**src/shared/mapcsw_pkg.sv**
```systemverilog
// constants for the memory access port control and status word block
// assumes one system clock and an access request port driven by the debug port
//
// Summary of operation
// - control and status word sits at register offset zero, bank zero word zero.
// - optional bit 31 debug software access flag, readable and writable.
// - optional bits 30:24 protection field, forwarded on memory accesses.
// - read-only bit 23 shows secure privileged debug status.
// - mode, increment and width fields need no defined reset value.
// - read-only bit 7 is one while a memory-side transfer is active.
// - after abort, bit 7 still follows memory-side state.
// - read-only bit 6 mirrors the device enable input.
// - without a device enable input, bit 6 reads one.
// - bits 5:4 select address auto-increment and packing mode.
// - bits 2:0 select access width, writable when sub-word sizes exist.
// - word-only device makes width read-only, returning word encoding.
// - unsupported optional fields ignore writes and read zero, except bit 6, which reads one.
// - accessing this register never starts a memory transaction.
package mapcsw_pkg;
    localparam logic [3:0] MAPCSW_BANK_CSW = 4'h0;
    localparam logic [1:0] MAPCSW_WORD_CSW = 2'h0;
    localparam logic [7:0] MAPCSW_OFFSET_CSW = 8'h00;
    localparam int MAPCSW_SWEN_BIT = 31;
    localparam int MAPCSW_PROT_HI = 30;
    localparam int MAPCSW_PROT_LO = 24;
    localparam int MAPCSW_SPD_BIT = 23;
    localparam int MAPCSW_MODE_HI = 11;
    localparam int MAPCSW_MODE_LO = 8;
    localparam int MAPCSW_TRACT_BIT = 7;
    localparam int MAPCSW_DEVEN_BIT = 6;
    localparam int MAPCSW_INC_HI = 5;
    localparam int MAPCSW_INC_LO = 4;
    localparam int MAPCSW_SIZE_HI = 2;
    localparam int MAPCSW_SIZE_LO = 0;
    localparam logic [2:0] MAPCSW_SIZE_WORD = 3'h2;
    localparam logic [3:0] MAPCSW_MODE_NORMAL = 4'h0;
    // reset values of the unpredictable fields: any value is legal
    localparam logic [3:0] MAPCSW_MODE_RST = 4'h0;
    localparam logic [1:0] MAPCSW_INC_RST = 2'h0;
    localparam logic [2:0] MAPCSW_SIZE_RST = 3'h2;
    localparam logic MAPCSW_SWEN_RST = 1'b0;
    localparam logic [6:0] MAPCSW_PROT_RST = 7'h00;
    localparam logic [31:0] MAPCSW_ZERO_WORD = 32'h0000_0000;
endpackage : mapcsw_pkg

```
**src/design/mapcsw_sync.sv**
```systemverilog
// two-flop synchroniser for one level input
// assumes the input may change at any time relative to sys_clk_i
module mapcsw_sync (
    input wire logic sys_clk_i,
    input wire logic nrst_i,
    input wire logic rst_val_i,
    input wire logic async_i,
    output logic sync_o
);
    typedef struct packed {
        logic first;
        logic second;
    } mapcsw_sync_t;
    mapcsw_sync_t s_reg;
    mapcsw_sync_t s_next;

    always_comb begin
        s_next.first = async_i;
        s_next.second = s_reg.first;
    end

    // reset to constant zero; rst_val_i selects the polarity seen at the output
    always_ff @(posedge sys_clk_i or negedge nrst_i) begin
        if (!nrst_i) begin
            s_reg <= '0;
        end else begin
            s_reg <= s_next;
        end
    end

    assign sync_o = s_reg.second ^ rst_val_i;
endmodule : mapcsw_sync

```
**src/design/mapcsw_top.sv**
```systemverilog
// control and status word register of a debug memory access port
// assumes a register access port from the debug port, one cycle per access,
// and a memory-side engine reporting its busy level
module mapcsw_top #(
    parameter bit HAS_SWEN = 1'b1,
    parameter bit HAS_PROT = 1'b1,
    parameter bit HAS_SPD = 1'b1,
    parameter bit HAS_DEVEN = 1'b1,
    parameter bit HAS_SUBWORD = 1'b1
) (
    input wire logic sys_clk_i,
    input wire logic nrst_i,
    input wire logic acc_valid_i,
    input wire logic acc_write_i,
    input wire logic [3:0] acc_bank_i,
    input wire logic [1:0] acc_word_i,
    input wire logic [31:0] acc_wdata_i,
    output logic acc_ack_o,
    output logic [31:0] acc_rdata_o,
    output logic acc_hit_o,
    input wire logic mem_busy_i,
    input wire logic device_enable_input_i,
    input wire logic secure_privileged_debug_i,
    output logic debug_software_access_flag_o,
    output logic [6:0] mem_prot_o,
    output logic [3:0] mem_mode_o,
    output logic [1:0] address_increment_mode_o,
    output logic [2:0] mem_size_o,
    output logic mem_start_o
);
    import mapcsw_pkg::*;

    typedef struct packed {
        logic swen;
        logic [6:0] prot;
        logic spd;
        logic [3:0] mode;
        logic tract;
        logic deven;
        logic [1:0] inc;
        logic [2:0] size;
        logic ack;
        logic hit;
        logic [31:0] rdata;
    } mapcsw_state_t;

    mapcsw_state_t st_reg;
    mapcsw_state_t st_next;
    logic deven_sync;
    logic spd_sync;
    logic busy_sync;
    logic sel_csw;
    logic [31:0] csw_view;

    mapcsw_sync u_sync_deven (
        .sys_clk_i(sys_clk_i),
        .nrst_i(nrst_i),
        .rst_val_i(1'b0),
        .async_i(device_enable_input_i),
        .sync_o(deven_sync)
    );
    mapcsw_sync u_sync_spd (
        .sys_clk_i(sys_clk_i),
        .nrst_i(nrst_i),
        .rst_val_i(1'b0),
        .async_i(secure_privileged_debug_i),
        .sync_o(spd_sync)
    );
    mapcsw_sync u_sync_busy (
        .sys_clk_i(sys_clk_i),
        .nrst_i(nrst_i),
        .rst_val_i(1'b0),
        .async_i(mem_busy_i),
        .sync_o(busy_sync)
    );

    // bank zero, word zero selects the control and status word
    assign sel_csw = acc_valid_i && (acc_bank_i == MAPCSW_BANK_CSW)
        && (acc_word_i == MAPCSW_WORD_CSW);

    always_comb begin
        csw_view = MAPCSW_ZERO_WORD;
        csw_view[MAPCSW_SWEN_BIT] = st_reg.swen;
        csw_view[MAPCSW_PROT_HI:MAPCSW_PROT_LO] = st_reg.prot;
        csw_view[MAPCSW_SPD_BIT] = st_reg.spd;
        csw_view[MAPCSW_MODE_HI:MAPCSW_MODE_LO] = st_reg.mode;
        csw_view[MAPCSW_TRACT_BIT] = st_reg.tract;
        csw_view[MAPCSW_DEVEN_BIT] = st_reg.deven;
        csw_view[MAPCSW_INC_HI:MAPCSW_INC_LO] = st_reg.inc;
        csw_view[MAPCSW_SIZE_HI:MAPCSW_SIZE_LO] = st_reg.size;
    end

    always_comb begin
        st_next = st_reg;
        // live status, independent of written data and of aborts
        st_next.tract = busy_sync;
        st_next.deven = HAS_DEVEN ? deven_sync : 1'b1;
        st_next.spd = HAS_SPD ? spd_sync : 1'b0;
        st_next.ack = acc_valid_i;
        st_next.hit = sel_csw;
        st_next.rdata = sel_csw && !acc_write_i ? csw_view : MAPCSW_ZERO_WORD;
        if (sel_csw && acc_write_i) begin
            if (HAS_SWEN) begin
                st_next.swen = acc_wdata_i[MAPCSW_SWEN_BIT];
            end
            if (HAS_PROT) begin
                st_next.prot = acc_wdata_i[MAPCSW_PROT_HI:MAPCSW_PROT_LO];
            end
            // nonzero mode is stored as written; software must keep it zero
            st_next.mode = acc_wdata_i[MAPCSW_MODE_HI:MAPCSW_MODE_LO];
            st_next.inc = acc_wdata_i[MAPCSW_INC_HI:MAPCSW_INC_LO];
            if (HAS_SUBWORD) begin
                st_next.size = acc_wdata_i[MAPCSW_SIZE_HI:MAPCSW_SIZE_LO];
            end
        end
        if (!HAS_SUBWORD) begin
            st_next.size = MAPCSW_SIZE_WORD;
        end
    end

    // unpredictable fields still get a fixed reset for clean simulation
    always_ff @(posedge sys_clk_i or negedge nrst_i) begin
        if (!nrst_i) begin
            st_reg.swen <= MAPCSW_SWEN_RST;
            st_reg.prot <= MAPCSW_PROT_RST;
            st_reg.spd <= 1'b0;
            st_reg.mode <= MAPCSW_MODE_RST;
            st_reg.tract <= 1'b0;
            // without the enable input the bit reads one from the first cycle on
            st_reg.deven <= !HAS_DEVEN;
            st_reg.inc <= MAPCSW_INC_RST;
            st_reg.size <= MAPCSW_SIZE_RST;
            st_reg.ack <= 1'b0;
            st_reg.hit <= 1'b0;
            st_reg.rdata <= MAPCSW_ZERO_WORD;
        end else begin
            st_reg <= st_next;
        end
    end

    assign acc_ack_o = st_reg.ack;
    assign acc_rdata_o = st_reg.rdata;
    assign acc_hit_o = st_reg.hit;
    assign debug_software_access_flag_o = st_reg.swen;
    assign mem_prot_o = st_reg.prot;
    assign mem_mode_o = st_reg.mode;
    assign address_increment_mode_o = st_reg.inc;
    assign mem_size_o = st_reg.size;
    // this register never launches a memory access
    assign mem_start_o = 1'b0;
endmodule : mapcsw_top

```
**config.mk**
```make
export PLATFORM = sky130hd
export DESIGN_NAME = mapcsw_top
export DESIGN_NICKNAME = d
export VERILOG_FILES = /design/src/shared/mapcsw_pkg.sv /design/src/design/mapcsw_sync.sv /design/src/design/mapcsw_top.sv
export SDC_FILE = /design/constraint.sdc
export NUM_CORES = 1
export LEC_CHECK = 0
export BUFFER_PORTS_ARGS = -buffer_cell sky130_fd_sc_hd__buf_2
export CORE_MARGIN = 2
export CORE_UTILIZATION = 40
export CTS_CLUSTER_SIZE = 16
export DETAILED_ROUTE_END_ITERATION = 7
export PLACE_DENSITY = 0.76
export SLEW_MARGIN = 30
export SYNTH_ARGS = -nofsm -noshare
export SYNTH_HDL_FRONTEND = slang
export SYNTH_SLANG_ARGS = --single-unit
```
**constraint.sdc**
```tcl
create_clock -name sys_clk_i -period 0.9 [get_ports sys_clk_i]
set_clock_uncertainty 0.1 [all_clocks]
set_input_delay 0.045 -clock sys_clk_i [delete_from_list [all_inputs] [get_ports sys_clk_i]]
set_output_delay 0.045 -clock sys_clk_i [all_outputs]
set_load 0.05 [all_outputs]
```
==> flow_summary.ini, run 1 <==
[setup_path]
critPathKind = in -> reg
arrival_ns = 1.53
crit_path_top_delay_cell = or4b_4
max_stage_delay_ns = 0.52
path_cells = buf_6, or4b_4, or3_4, buf_12, mux2_4
endpoint_kind = flop
cp.required_ns = 0.98
crit_path_max_fanout = 17
critPathLaunchType = primary input

[detailed_routing]
drt_iter0_drc = 76
ant_nets = 0
vias_per_cell = 4.319
drc_errors = 0
vias = 1192
drt-total-wl_um = 3984
wl_per_cell_um = 14.43
first_pass_iters = 4

[worst_hold_path]
hold_path_class = in -> reg

[finish]
area_growth_pct = 56.17
layout_common_cells = dfrtp_1 (47), buf_6 (43), buf_2 (28)
layout.cells.most_common = dfrtp_1
drive_gt1_share_pct = 55.80
multiInputGateArea_um2 = 471.7
nFillCells = 306
largest_reg_flops = 20
final_nets = 268
insertedDiodeCount = 0
seqCellArea_um2 = 1202

[global_routing]
track_usage_pct = 14.82
grt_start_max_net_pins = 49
grt_pass1_wl_um = 5589
grt_antenna_before_repair = 0
grt_pass1_vias = 1146
gr-total-overflow = 0

[place]
dp_slack_ns = -0.8941
gp_congestion = 0.6750
hpwl_um = 2105
io_buffers = 68

[floorplanning]
die-area_um2 = 5200
die_h_um = 72.11
die_x_um = 72.11
core-area_um2 = 4414
io_pins = 97
rows = 24
start_util_pct = 42.04

[run]
maxCapViolCount = 0

[timing]
hold_viol_final = 0
rsz0062_at_grt = yes
max_freq_ghz = 0.6888
maxSlewViolCount = 0
fin_setup_tns_ns = -20.62
setup_violations = 76
fin_crit_sh_pct = 161.3
final.min_clock_period_ns = 1.452
worst_slack_ns = -0.5517

[yosys]
synth.area.top_cells = dfrtp_1 (63%), buf_4 (12%), mux2_4 (8.1%)
synthCells = 125
synthDistinctLibCells = 15
synth_top_area_share_pct = 63.39
seq_area_frac_synth_pct = 64.80
synth_seq_cells = 48
synth.avg_cell_area_um2 = 14.84
ys_warn_count = 0
synth_area_leader_cell = dfrtp_1
syn-cell-area_um2 = 1856

[cts]
root_buffer = clkbuf_8
insertion_delay_ns = 0.29
clkSlewWorstSetupHoldPaths_ns = 0.08
cts_tree = built
clock_path_buffers = 2
clock-sinks = 48
h-tree-depth = 2
numCtsBuffers = 5

[pwr]
power_density_nw_per_um2 = 1611
peakVddDrop_mv = 0.7826
p_leak_nw = 1.545

[run_status]
outcome = complete, but fails checks
violations = setup timing
-- cell type report --
| type | instances | area share (%) |
|---|---|---|
| Clock buffer | 6 | 2.504 |
| Clock inverter | 2 | 1.209 |
| Inverter | 1 | 0.1295 |
| Multi-Input combinational cell | 55 | 16.28 |
| Sequential cell | 48 | 41.49 |
| Tap cell | 52 | 2.245 |
| Timing Repair Buffer | 112 | 36.14 |
-- power breakdown --
part	internal (W)	leakage, nW	switching (W)	total [W]
Sequential	0.00224	0.638	0.0000671	0.00231
Combinational	0.000373	0.851	0.000502	0.000876
Clock	0.000824	0.0552	0.000659	0.00148
-- what timing repair did --
item                       CTS  global route
buffers inserted             5            10
setup endpoints to repair   76            76
hold buffers                22             0
gates cloned                 3             0
resized for setup           95             5
hold endpoints to repair    69             0
pin swaps                    4             1
-- final timing paths --
| kind | from | endpoint | slack (ns) | cells past startpoint |
|---|---|---|---|---|
| worst max-delay path | acc_bank_i[2] | mem_prot_o[4] | -0.55 | 5 |
| worst min-delay path | acc_bank_i[3] | acc_hit_o | 0.04 | 4 |
| worst max register to register | mem_prot_o[4] | mem_prot_o[4] | -0.14 | 2 |
| worst min register to register | u_sync_spd.s_reg[0] | csw_view[23] | 0.25 | 0 |
| max in group asynchronous | nrst_i | mem_size_o[1] | 0.27 | 3 |
| min in group asynchronous | nrst_i | acc_rdata_o[0] | 0.17 | 3 |
-- cell families after synthesis --
family	share of synthesized area, %
mux	12.34
flops	64.80
other cells	0.2021
simple gates	8.630
buf+inv	14.03
-- layer usage --
layer	vias up	share of wire, %	GRT usage [%]
met5	-	0	0
li1	548	-	-
met3	5	7.7	5.000
met4	0	0.73	3.774
met2	69	51	26.20
met1	570	40	17.25
-- critical path, delay by kind of cell --
family | cells | cell delay (ns)
buffers and inverters | 2 | 0.26
multiplexers | 1 | 0.31
AND/OR/NAND/NOR | 2 | 0.91
-- cells in the mapped netlist --
cell type  instances
nor3_1             1
or3_1              2
buf_4             29
buf_12             1
dfrtp_1           47
mux2_4            10
dfstp_2            1
and2_1            20
clkbuf_1           2
buf_6              1
or4b_4             1
conb_1             1
mux2_2             7
nor2_1             1
inv_1              1
-- metrics by stage --
stage	instance area [um^2]	instances	utilization [%]	power (W)	hold WS [ns]
floorplan	1903	137	-	0.002899	-0.3506
detailed placement	2125	230	48.13	0.002979	-0.05037
finish	2898	276	65.65	0.004669	0.04177
global placement	2125	230	48.13	0.002969	-0.05382
CTS	2831	268	64.14	0.004640	0.02494
global route	2898	276	65.65	0.004880	0.02982
(Power assumes the default switching activity.)
==> run 2: changes to the inputs <==
PLACE_DENSITY = 0.75   (was 0.76)
SLEW_MARGIN = 20   (was 30)
==> run 2 against run 1 <==
  * The flow still finishes with violations (setup timing)
  * Combinational power is 2.6% lower
  * Routed wire length is 0.60% lower
  * Register-to-register slack worse by 0.02 ns
  * Flip-flop and latch count stayed put
  * Clock power is 18% lower
  * Cell count is 1.4% lower
==> flow_summary.ini, run 2 (same netlist as run 1, synthesis figures left out) <==
[setup_path]
cp.required_ns = 0.98
ff2ff_path_depth = 3
arrival_ns = 1.52
critPathLaunchType = primary input
endpoint_kind = flop
crit_path_top_delay_cell = or4b_4
max_stage_delay_ns = 0.53
crit_path_max_fanout = 17
critPathKind = in -> reg
path_cells = buf_6, or4b_4, or3_4, buf_12, mux2_4

[cts]
insertion_delay_ns = 0.29
numCtsBuffers = 5
cts_tree = built
root_buffer = clkbuf_8
h-tree-depth = 2
clock-sinks = 48
clock_path_buffers = 2
clkSlewWorstSetupHoldPaths_ns = 0.08

[finish]
nFillCells = 309
final_util_pct = 64.09
drive_gt1_share_pct = 55.91
final_nets = 264
layout_common_cells = dfrtp_1 (47), buf_6 (45), buf_2 (28)
largest_reg_flops = 20
layout.cells.most_common = dfrtp_1
seqCellArea_um2 = 1202
insertedDiodeCount = 0
final_cell_area_um2 = 2829
area_growth_pct = 52.46
multiInputGateArea_um2 = 479.2

[pwr]
peakVddDrop_mv = 0.7961
power_density_nw_per_um2 = 1549
p_leak_nw = 1.508

[timing]
max_freq_ghz = 0.6932
fin_crit_sh_pct = 160.3
final.min_clock_period_ns = 1.443
rsz0062_at_grt = yes
maxSlewViolCount = 0
worst_slack_ns = -0.5426
hold_viol_final = 0
setup_violations = 76

[place]
hpwl_um = 2148
gp_congestion = 0.6845
io_buffers = 68
dpl_cell_area_um2 = 2125

[floorplanning]
io_pins = 97
start_util_pct = 42.04
core-area_um2 = 4414
die_x_um = 72.11
die_h_um = 72.11
rows = 24
die-area_um2 = 5200

[global_routing]
gr-total-overflow = 0
grt_antenna_before_repair = 0
grt_pass1_vias = 1204
grt_start_max_net_pins = 49
grt_pass1_wl_um = 5837
track_usage_pct = 14.95

[detailed_routing]
wl_per_cell_um = 14.56
drt_iter0_drc = 40
vias = 1191
vias_per_cell = 4.379
first_pass_iters = 4
drc_errors = 0
ant_nets = 0
drt-total-wl_um = 3960

[run_status]
outcome = complete, but fails checks
violations = setup timing

[worst_hold_path]
hold_path_class = in -> reg
holdPathStages = 4

[run]
maxCapViolCount = 0
## run 2: cell count changes in the layout (fill, tap and decap cells not counted)
cell and change:
buf_4 -4, clkbuf_1 +1, and2_4 +3, buf_8 -1, buf_16 -1, and2_1 -3, bufinv_16 -1, buf_6 +2
## run 2: routing by layer
| layer | track usage, % | vias up | part of all wire (%) |
|---|---|---|---|
| li1 | - | 539 | - |
| met2 | 27.73 | 71 | 55 |
| met4 | 4.403 | 0 | 0.88 |
| met1 | 16.47 | 576 | 36 |
| met3 | 4.306 | 5 | 8.1 |
| met5 | 0 | - | 0 |
## run 2: path summary, 6_finish.rpt
kind / to / slack (ns) / start
worst max-delay path: mem_prot_o[1] / -0.54 / acc_bank_i[2]
worst min-delay path: acc_hit_o / 0.02 / acc_bank_i[3]
worst max register to register: mem_size_o[1] / -0.16 / mem_size_o[1]
worst min register to register: u_sync_busy.s_reg[0] / 0.25 / u_sync_busy.s_next[0]
max in group asynchronous: mem_size_o[1] / 0.27 / nrst_i
min in group asynchronous: acc_rdata_o[0] / 0.16 / nrst_i
## run 2: where the power goes
part / leakage, nW / internal, W / switching (W) / total, W
sequential: 0.638 / 0.00224 / 0.0000682 / 0.00231
clock: 0.0422 / 0.000547 / 0.000669 / 0.00122
combinational: 0.828 / 0.000356 / 0.000498 / 0.000853
total: 1.51 / 0.00315 / 0.00123 / 0.00438
## run 2: layout make-up
| type | count | area share [%] |
|---|---|---|
| timing repair buffer | 108 | 35.25 |
| multi-input combinational | 55 | 16.94 |
| clock buffer | 7 | 2.698 |
| clock inverter | 1 | 0.1769 |
| sequential | 48 | 42.50 |
| inverter | 1 | 0.1327 |
| tap | 52 | 2.300 |
## run 2: stage by stage
step                setup TNS, ns  power (W)  setup slack, ns  hold WS, ns  std cells
floorplan                  -19.92   0.002899          -0.8287      -0.3506        137
global placement           -26.52   0.002968          -0.8672     -0.05490        230
detailed placement         -28.35   0.002980          -0.8975     -0.04939        230
CTS                        -20.50   0.004367          -0.5567    -0.002060        264
global route               -22.61   0.004568          -0.5716      0.04306        272
finish                     -20.18   0.004381          -0.5426      0.02181        272
## run 2: repair_timing
item	in CTS	in global routing
pin swaps	5	3
gates cloned	2	1
gates resized for setup	92	9
hold endpoints to repair	70	0
hold buffers	22	0
setup endpoints to repair	76	76
setup buffers	2	7
## run 2: critical path: cells and delay by family
family | cells | cell delay [ns]
buf+inv | 2 | 0.26
mux | 1 | 0.30
simple gates | 2 | 0.92
